File: src/pkg/optld_map.svh
// Offsets, option bit positions, encodings and reset values of the option byte loader.
`ifndef OPTLD_MAP_SVH
`define OPTLD_MAP_SVH

// Flash byte addresses that hold the option bytes.
`define OPTLD_FLASH_AW      16
`define OPTLD_USER_ADDR     16'h0000
`define OPTLD_RSVD_ADDR     16'h0001

// Bit positions inside the user option byte.
`define OPTLD_BIT_FWP       0
`define OPTLD_BIT_RSVD      1
`define OPTLD_BIT_OSC_LO    2
`define OPTLD_BIT_OSC_HI    3
`define OPTLD_BIT_BOD_STOP  4
`define OPTLD_BIT_RD_OPEN   5
`define OPTLD_BIT_WDT_RUN   6
`define OPTLD_BIT_WDT_RST   7

// Erased flash content and the option settings held before the first load.
`define OPTLD_ERASED        8'hFF
`define OPTLD_OPT_RST       7'h7F

// Flash command kinds.
`define OPTLD_CMD_PROGRAM   2'h0
`define OPTLD_CMD_PAGE      2'h1
`define OPTLD_CMD_MASS      2'h2

// Register byte offsets on the AXI4-Lite port.
`define OPTLD_AXI_AW        8
`define OPTLD_REG_STATUS    8'h00
`define OPTLD_REG_CONTROL   8'h04
`define OPTLD_CTRL_SOFT     0

// AXI responses.
`define OPTLD_RESP_OKAY     2'h0
`define OPTLD_RESP_SLVERR   2'h2

`endif

File: src/pkg/optld_pkg.sv
// Types shared by the option byte loader.
package optld_pkg;

	typedef enum logic [1:0] {
		S_IDLE,
		S_ISSUE,
		S_WAIT,
		S_APPLY
	} optld_fsm_type;

	// Oscillator selection: external RC, low, medium or high power crystal.
	typedef enum logic [1:0] {
		OSC_EXT_RC,
		OSC_LOW,
		OSC_MEDIUM,
		OSC_HIGH
	} optld_osc_type;

	// Option settings handed to the watchdog, flash, brown-out and clock logic.
	typedef struct packed {
		logic          wdt_reset_on_timeout;
		logic          wdt_run_at_reset;
		logic          read_protect;
		logic          brown_out_detector_in_stop;
		optld_osc_type osc_mode;
		logic          flash_write_protect_off;
	} optld_opt_type;

	// A flash programming or erase request.
	typedef struct packed {
		logic       valid;
		logic [1:0] kind;
		logic       from_on_chip_debugger;
	} optld_fcmd_type;

endpackage

File: src/design/optld_sync2.sv
// Two flip-flop synchroniser for pin inputs.
`timescale 1ns/10ps
module optld_sync2 #(
	parameter int           W       = 1,
	parameter logic [W-1:0] RST_VAL = '0
) (
	// Clock and reset.
	input  wire logic         aclk,
	input  wire logic         aresetn,
	// Asynchronous input and synchronised output.
	input  wire logic [W-1:0] d,
	output logic      [W-1:0] q
);
	typedef struct packed {
		logic [W-1:0] s1;
		logic [W-1:0] s2;
	} optld_sync_type;

	optld_sync_type st_q;
	optld_sync_type st_d;

	always_comb begin
		st_d    = st_q;
		st_d.s1 = d;
		st_d.s2 = st_q.s1;
	end

	always_ff @(posedge aclk) begin
		if (!aresetn) begin
			st_q <= '{s1: RST_VAL, s2: RST_VAL};
		end else begin
			st_q <= st_d;
		end
	end

	assign q = st_q.s2;
endmodule

File: src/design/optld_top.sv
// Option byte loader: fetches the option bytes from flash at every reset and holds them.
// Functional notes
// - Every reset source reloads option bytes from flash.
// - New option values act only after reset.
// - Load finishes before the processor leaves reset.
// - Option registers hidden from software access.
// - Options read from flash bytes 0000H, 0001H.
// - Protect bit zero blocks user writes, erases.
// - Protect bit one permits program and erase.
// - Option selects watchdog interrupt or reset.
// - Option selects watchdog running after reset.
// - Option enables flash read protection.
// - Option keeps brown-out detection in stop.
// - Option selects oscillator mode.
//
// Chosen here: the AXI4-Lite slave port.
`timescale 1ns/10ps
`include "optld_map.svh"
module optld_top
	import optld_pkg::*;
(
	// Clock and reset.
	input  wire logic                        aclk,
	input  wire logic                        aresetn,
	// AXI4-Lite write address and data.
	input  wire logic [`OPTLD_AXI_AW-1:0]    s_axi_awaddr,
	input  wire logic                        s_axi_awvalid,
	output logic                             s_axi_awready,
	input  wire logic [31:0]                 s_axi_wdata,
	input  wire logic [3:0]                  s_axi_wstrb,
	input  wire logic                        s_axi_wvalid,
	output logic                             s_axi_wready,
	// AXI4-Lite write response.
	output logic [1:0]                       s_axi_bresp,
	output logic                             s_axi_bvalid,
	input  wire logic                        s_axi_bready,
	// AXI4-Lite read.
	input  wire logic [`OPTLD_AXI_AW-1:0]    s_axi_araddr,
	input  wire logic                        s_axi_arvalid,
	output logic                             s_axi_arready,
	output logic [31:0]                      s_axi_rdata,
	output logic [1:0]                       s_axi_rresp,
	output logic                             s_axi_rvalid,
	input  wire logic                        s_axi_rready,
	// Reset sources.
	input  wire logic                        sys_reset_req,
	input  wire logic                        ext_reset_n_pin,
	input  wire logic                        stop_recovery_pin,
	// Flash read port.
	output logic                             flash_rd_req,
	output logic [`OPTLD_FLASH_AW-1:0]       flash_addr,
	input  wire logic [7:0]                  flash_rdata,
	input  wire logic                        flash_rvalid,
	// Processor reset hold and loaded options.
	output logic                             cpu_reset_hold,
	output optld_opt_type                    opt_cfg,
	// Flash command gate.
	input  wire optld_fcmd_type              fcmd,
	output logic                             fcmd_grant,
	output logic                             fcmd_deny
);
	typedef struct packed {
		optld_fsm_type                fsm;
		logic                         idx;
		logic [7:0]                   byte0;
		logic [7:0]                   byte1;
		optld_opt_type                opt;
		logic                         cpu_hold;
		logic                         flash_rd;
		logic [`OPTLD_FLASH_AW-1:0]   flash_addr;
		logic                         stop_seen;
		logic [7:0]                   load_cnt;
		logic                         rsvd_bad;
		logic                         bit1_bad;
		logic                         grant;
		logic                         deny;
		logic                         aw_got;
		logic                         w_got;
		logic [`OPTLD_AXI_AW-1:0]     waddr;
		logic                         wsoft;
		logic                         awready;
		logic                         wready;
		logic                         bvalid;
		logic [1:0]                   bresp;
		logic                         arready;
		logic                         rvalid;
		logic [31:0]                  rdata;
		logic [1:0]                   rresp;
	} optld_regs_type;

	localparam optld_regs_type ST_RST = '{
		fsm:      S_ISSUE,
		cpu_hold: 1'b1,
		byte0:    `OPTLD_ERASED,
		byte1:    `OPTLD_ERASED,
		opt:      `OPTLD_OPT_RST,
		default:  '0
	};

	optld_regs_type st_q;
	optld_regs_type st_d;
	logic [1:0]     pins_s;
	logic           aw_hs;
	logic           w_hs;
	logic           ar_hs;
	logic           do_write;
	logic           soft_wr;
	logic           trig;
	logic [`OPTLD_AXI_AW-1:0] wa;
	logic [`OPTLD_AXI_AW-1:0] ra;

	// Bit 1 is the external reset pin, bit 0 the stop-mode recovery pin.
	optld_sync2 #(
		.W       (2),
		.RST_VAL (2'b10)
	) u_pin_sync (
		.aclk    (aclk),
		.aresetn (aresetn),
		.d       ({ext_reset_n_pin, stop_recovery_pin}),
		.q       (pins_s)
	);

	always_comb begin
		st_d          = st_q;
		st_d.flash_rd = 1'b0;
		st_d.grant    = 1'b0;
		st_d.deny     = 1'b0;
		st_d.stop_seen = pins_s[0];
		aw_hs    = s_axi_awvalid & st_q.awready;
		w_hs     = s_axi_wvalid & st_q.wready;
		ar_hs    = s_axi_arvalid & st_q.arready;
		wa       = aw_hs ? s_axi_awaddr : st_q.waddr;
		ra       = {s_axi_araddr[`OPTLD_AXI_AW-1:2], 2'b00};
		do_write = (st_q.aw_got | aw_hs) & (st_q.w_got | w_hs) & ~st_q.bvalid;
		soft_wr  = 1'b0;

		// Write channel: address and data are taken in either order.
		if (aw_hs) begin
			st_d.waddr  = s_axi_awaddr;
			st_d.aw_got = 1'b1;
		end
		if (w_hs) begin
			st_d.wsoft = s_axi_wdata[`OPTLD_CTRL_SOFT] & s_axi_wstrb[0];
			st_d.w_got = 1'b1;
		end
		if (st_q.bvalid && s_axi_bready) begin
			st_d.bvalid = 1'b0;
		end
		if (do_write) begin
			st_d.aw_got = 1'b0;
			st_d.w_got  = 1'b0;
			st_d.bvalid = 1'b1;
			// The option registers have no address; only status and control exist.
			if ({wa[`OPTLD_AXI_AW-1:2], 2'b00} == `OPTLD_REG_CONTROL) begin
				soft_wr     = w_hs ? s_axi_wdata[`OPTLD_CTRL_SOFT] & s_axi_wstrb[0]
				                   : st_q.wsoft;
				st_d.bresp  = `OPTLD_RESP_OKAY;
			end else if ({wa[`OPTLD_AXI_AW-1:2], 2'b00} == `OPTLD_REG_STATUS) begin
				st_d.bresp  = `OPTLD_RESP_OKAY;
			end else begin
				st_d.bresp  = `OPTLD_RESP_SLVERR;
			end
		end
		st_d.awready = ~st_d.aw_got & ~st_d.bvalid;
		st_d.wready  = ~st_d.w_got & ~st_d.bvalid;

		// Read channel.
		if (st_q.rvalid && s_axi_rready) begin
			st_d.rvalid = 1'b0;
		end
		if (ar_hs) begin
			st_d.rvalid = 1'b1;
			st_d.rresp  = `OPTLD_RESP_OKAY;
			st_d.rdata  = 32'h0000_0000;
			if (ra == `OPTLD_REG_STATUS) begin
				st_d.rdata = {16'h0000, st_q.load_cnt, 4'h0, st_q.bit1_bad, st_q.rsvd_bad,
				              st_q.cpu_hold, st_q.fsm != S_IDLE};
			end else if (ra != `OPTLD_REG_CONTROL) begin
				st_d.rresp = `OPTLD_RESP_SLVERR;
			end
		end
		st_d.arready = ~st_d.rvalid;

		// Loader sequence; the option set changes only in the apply step.
		case (st_q.fsm)
			S_IDLE: begin
				st_d.fsm = S_IDLE;
			end
			S_ISSUE: begin
				st_d.flash_rd   = 1'b1;
				st_d.flash_addr = st_q.idx ? `OPTLD_RSVD_ADDR : `OPTLD_USER_ADDR;
				st_d.fsm        = S_WAIT;
			end
			S_WAIT: begin
				if (flash_rvalid) begin
					if (!st_q.idx) begin
						st_d.byte0 = flash_rdata;
						st_d.idx   = 1'b1;
						st_d.fsm   = S_ISSUE;
					end else begin
						st_d.byte1 = flash_rdata;
						st_d.fsm   = S_APPLY;
					end
				end
			end
			S_APPLY: begin
				st_d.opt.wdt_reset_on_timeout       = st_q.byte0[`OPTLD_BIT_WDT_RST];
				st_d.opt.wdt_run_at_reset           = st_q.byte0[`OPTLD_BIT_WDT_RUN];
				st_d.opt.read_protect               = ~st_q.byte0[`OPTLD_BIT_RD_OPEN];
				st_d.opt.brown_out_detector_in_stop = st_q.byte0[`OPTLD_BIT_BOD_STOP];
				st_d.opt.osc_mode                   = optld_osc_type'(
					st_q.byte0[`OPTLD_BIT_OSC_HI:`OPTLD_BIT_OSC_LO]);
				st_d.opt.flash_write_protect_off    = st_q.byte0[`OPTLD_BIT_FWP];
				// Flag contents that the programming party should not have left.
				st_d.rsvd_bad = st_q.byte1 != `OPTLD_ERASED;
				st_d.bit1_bad = st_q.byte0[`OPTLD_BIT_RSVD];
				st_d.load_cnt = st_q.load_cnt + 8'h01;
				st_d.cpu_hold = 1'b0;
				st_d.fsm      = S_IDLE;
			end
			default: begin
				st_d.fsm = S_IDLE;
			end
		endcase

		// Any reset source restarts the fetch and holds the processor.
		trig = sys_reset_req | ~pins_s[1] | (pins_s[0] & ~st_q.stop_seen) | soft_wr;
		if (trig) begin
			st_d.fsm      = S_ISSUE;
			st_d.idx      = 1'b0;
			st_d.cpu_hold = 1'b1;
		end

		// Write-protect gate; the debugger keeps mass erase.
		if (fcmd.valid) begin
			if (st_q.opt.flash_write_protect_off ||
			    (fcmd.from_on_chip_debugger && fcmd.kind == `OPTLD_CMD_MASS)) begin
				st_d.grant = 1'b1;
			end else begin
				st_d.deny = 1'b1;
			end
		end
	end

	always_ff @(posedge aclk) begin
		if (!aresetn) begin
			st_q <= ST_RST;
		end else begin
			st_q <= st_d;
		end
	end

	assign s_axi_awready  = st_q.awready;
	assign s_axi_wready   = st_q.wready;
	assign s_axi_bvalid   = st_q.bvalid;
	assign s_axi_bresp    = st_q.bresp;
	assign s_axi_arready  = st_q.arready;
	assign s_axi_rvalid   = st_q.rvalid;
	assign s_axi_rdata    = st_q.rdata;
	assign s_axi_rresp    = st_q.rresp;
	assign flash_rd_req   = st_q.flash_rd;
	assign flash_addr     = st_q.flash_addr;
	assign cpu_reset_hold = st_q.cpu_hold;
	assign opt_cfg        = st_q.opt;
	assign fcmd_grant     = st_q.grant;
	assign fcmd_deny      = st_q.deny;
endmodule

File: config.mk
export PLATFORM = sky130hd
export DESIGN_NAME = optld_top
export DESIGN_NICKNAME = d
export VERILOG_FILES = /design/src/pkg/optld_pkg.sv /design/src/design/optld_sync2.sv /design/src/design/optld_top.sv
export VERILOG_INCLUDE_DIRS = /design/src /design/src/pkg
export SDC_FILE = /design/constraint.sdc
export NUM_CORES = 1
export LEC_CHECK = 0
export ABC_AREA = 0
export BUFFER_PORTS_ARGS = -buffer_cell sky130_fd_sc_hd__buf_2
export CAP_MARGIN = 5
export CORE_MARGIN = 5
export CORE_UTILIZATION = 47
export CTS_CLUSTER_SIZE = 16
export DETAILED_ROUTE_END_ITERATION = 7
export PLACE_DENSITY = 0.9
export SKIP_CTS_REPAIR_TIMING = 1
export SLEW_MARGIN = 20
export SYNTH_ARGS = -nofsm -noshare
export SYNTH_HDL_FRONTEND = slang
export SYNTH_SLANG_ARGS = --single-unit
File: constraint.sdc
create_clock -name aclk -period 1.68 [get_ports aclk]
set_input_delay 0.42 -clock aclk [delete_from_list [all_inputs] [get_ports aclk]]
set_output_delay 0.42 -clock aclk [all_outputs]
set_load 0.05 [all_outputs]
==> impl_metrics.toml <==
[outcome]
status = "complete, no violations"

[place]
post-place-ws_ns = -0.0336
gp_congestion = 0.800
hpwlAfterDp_mm = 4.52
numPortBuffers = 67
place_inst = 474

[layout]
diodes = 0
finish.utilization = 0.531
final_cells = 490
area_growth_pct = 10.5
nets = 485
drive_above_1_share = 0.241

[synthesis]
synth.top_cell.area_share = 0.456
synthDistinctLibCells = 41
synth_compound_area_frac = 0.0894
synth_edf_count = 0
synthMuxAreaShare = 0.0343
synthAdderAreaFrac = 0.0193
ys_ff_latch = 74
synth_xor_area_frac = 0.0135
synthesis.area_um2 = 3250
synth_commonest_cells = "dfxtp_1 (74), buf_4 (59), nand2_1 (56)"
synth_most_common_cell = "dfxtp_1"
yosysWarnings = 0
yosys.area_share.simple = 0.224
seq_area_frac_synth = 0.456
synthCells = 356
synth_largest_area_cell = "dfxtp_1"
ys_top_cells_by_area = "dfxtp_1 (46%), buf_4 (14%), nand2_1 (6.5%)"
avgSynthCellArea_um2 = 9.12
synthArstFlopShare = 0
synth_top_family_by_area = "simple AND/OR/NAND/NOR gates"
synth_flop_cell = "dfxtp_1"

[sta]
slew_violations = 0
min_period_ns = 1.52
finalSetupTns_ns = 0
hold_violations = 0
max_freq_ghz = 0.658
rsz0062_at_grt = "false"
fin_ws_ns = 0.160
fin_crit_sh = 0.904
setup_viol = 0
fin_skew_ns = 0.0103

[cts]
clock-sinks = 74
path_clk_slew_ns = 0.08
clock_path_buffers = 2
clock_latency_ns = 0.34
cts_tree = "done"
cts.htree.levels = 3
clockRootBuffer = "clkbuf_8"
cts_made_buffers = 9

[worst_setup_path]
start_kind = "register"
critical_path.max_fanout = 3
r2r_cells = 4
cp-end-kind = "register"
rr_endpoint = "st_q[106]"
worst-endpoint-required_ns = 1.91
arrival_ns = 1.75
critical_path_class = "reg2reg"
regToRegSetupSlack_ns = 0.16
crit_start = "st_q[48]"
reg2reg_from = "st_q[48]"

[grt]
track_usage = 0.145
antenna_found_initial = 0
gr-total-overflow = 0
grt_pass1_vias = 2334
grt_pass1_wl_mm = 10.2
grt_max_degree = 70

[routing]
finalWirelength_mm = 6.04
drt_first_iter_violations = 56
num_vias = 2378
drc = 0
dr.pass1.iters = 4
viasPerCell = 4.85
ant_nets = 0
post_drt_wl_per_cell_um = 12.3

[floorplan]
core_area_um2 = 6760
die_area_um2 = 8670
start_util = 0.481
die_w_um = 93.1
ios = 143
die_h_um = 93.1
rows = 30

[pwr]
peakVddDrop_uv = 536
p_leak_nw = 1.65
p_per_area_nw_per_um2 = 1030

[hold_path]
hold_depth = 2
worstHoldStart = "ext_reset_n_pin"
hp-class = "in2reg"
min_to = "u_pin_sync.st_d[1]"

[run]
cap_violations = 0
==> cell usage in the layout (no fill, tap or decap), types with 2 or more instances in the layout <==
| master | count |
|---|---|
| dfxtp_1 | 74 |
| ha_1 | 5 |
| clkbuf_8 | 9 |
| nor3_1 | 3 |
| and2_1 | 12 |
| or2_2 | 2 |
| nor3b_1 | 2 |
| nand2b_1 | 7 |
| and3_1 | 4 |
| clkinv_4 | 2 |
| a21oi_1 | 4 |
| buf_4 | 8 |
| a21boi_0 | 9 |
| nor4_1 | 2 |
| a22oi_1 | 12 |
| buf_2 | 67 |
| o21ai_0 | 6 |
| mux2i_1 | 10 |
| nor2_1 | 6 |
| nand4_1 | 5 |
| clkinvlp_4 | 3 |
| inv_1 | 4 |
| nand3_1 | 20 |
| nor2b_1 | 16 |
| conb_1 | 37 |
| nand2_1 | 56 |
| xnor2_1 | 4 |
| or3_1 | 4 |
==> cell families after synthesis <==
family | count (synthesis)
AND/OR/NAND/NOR | 142
buffers and inverters | 78
flip-flops | 74
AO/OA/AOI/OAI | 40
multiplexers | 11
adder cells (fa/ha/maj) | 5
XOR/XNOR | 5
other | 1
==> area by class of cell <==
type                       count  area [µm²]
multi-input combinational    240        1370
clock buffer                   9         124
inverter                       4        15.0
sequential                    74        1480
clock inverter                 7        78.8
tap                           80         100
fill                         631        3170
timing repair buffer          76         415
==> metrics by stage <==
stage / hold slack (ns) / instance area [µm²] / total power (W)
finish: 0.263 / 3590 / 0.00371
global route: 0.269 / 3590 / 0.00390
CTS: 0.250 / 3590 / 0.00376
detailed placement: 0.415 / 3390 / 0.00237
global placement: 0.404 / 3390 / 0.00236
floorplan: 0.386 / 3380 / 0.00233
==> how the worst max path moves through the flow <==
stage,to,slack [ns]
6_report,st_q[106],0.16
5_1_grt,st_q[108],0.01
4_1_cts,st_q[106],0.15
3_5_place_dp,s_axi_rdata[12],-0.03
3_3_place_gp,st_q[108],0.01
2_1_floorplan,st_q[108],0.004
==> registers in the layout (all words and copies together) (netlist names) <==
| signal | count |
|---|---|
| s_axi_arready | 1 |
| flash_rd_req | 1 |
| s_axi_wready | 1 |
| fcmd_deny | 1 |
| opt_cfg | 7 |
| s_axi_bresp | 1 |
| flash_addr | 1 |
| s_axi_rvalid | 1 |
| cpu_reset_hold | 1 |
| st_q | 39 |
| s_axi_awready | 1 |
| s_axi_rresp | 1 |
| fcmd_grant | 1 |
| u_pin_sync.q | 2 |
| s_axi_bvalid | 1 |
| u_pin_sync.st_d | 2 |
| s_axi_rdata | 12 |
==> metal layers <==
layer	share of wire	routed length, µm	global-route usage	vias up
met1	0.44	2660	0.176	1096
met3	0.065	390	0.0418	10
met2	0.48	2910	0.243	74
met4	0.013	76	0.0525	0
met5	0	0	0	-
li1	-	-	-	1198
==> critical path, stage by stage, from the launching register on <==
cell and delay, ns:
dfxtp_1 0.32, or3_1 0.37, nor4_1 0.36, o2111a_1 0.30
nor3_1 0.06
==> power breakdown <==
group          internal (W)  switching (W)  total [W]
clock              0.000695       0.000686    0.00138
sequential          0.00180      0.0000299    0.00183
combinational      0.000124       0.000377   0.000501
Note: power is estimated with default switching activity, not from simulation.
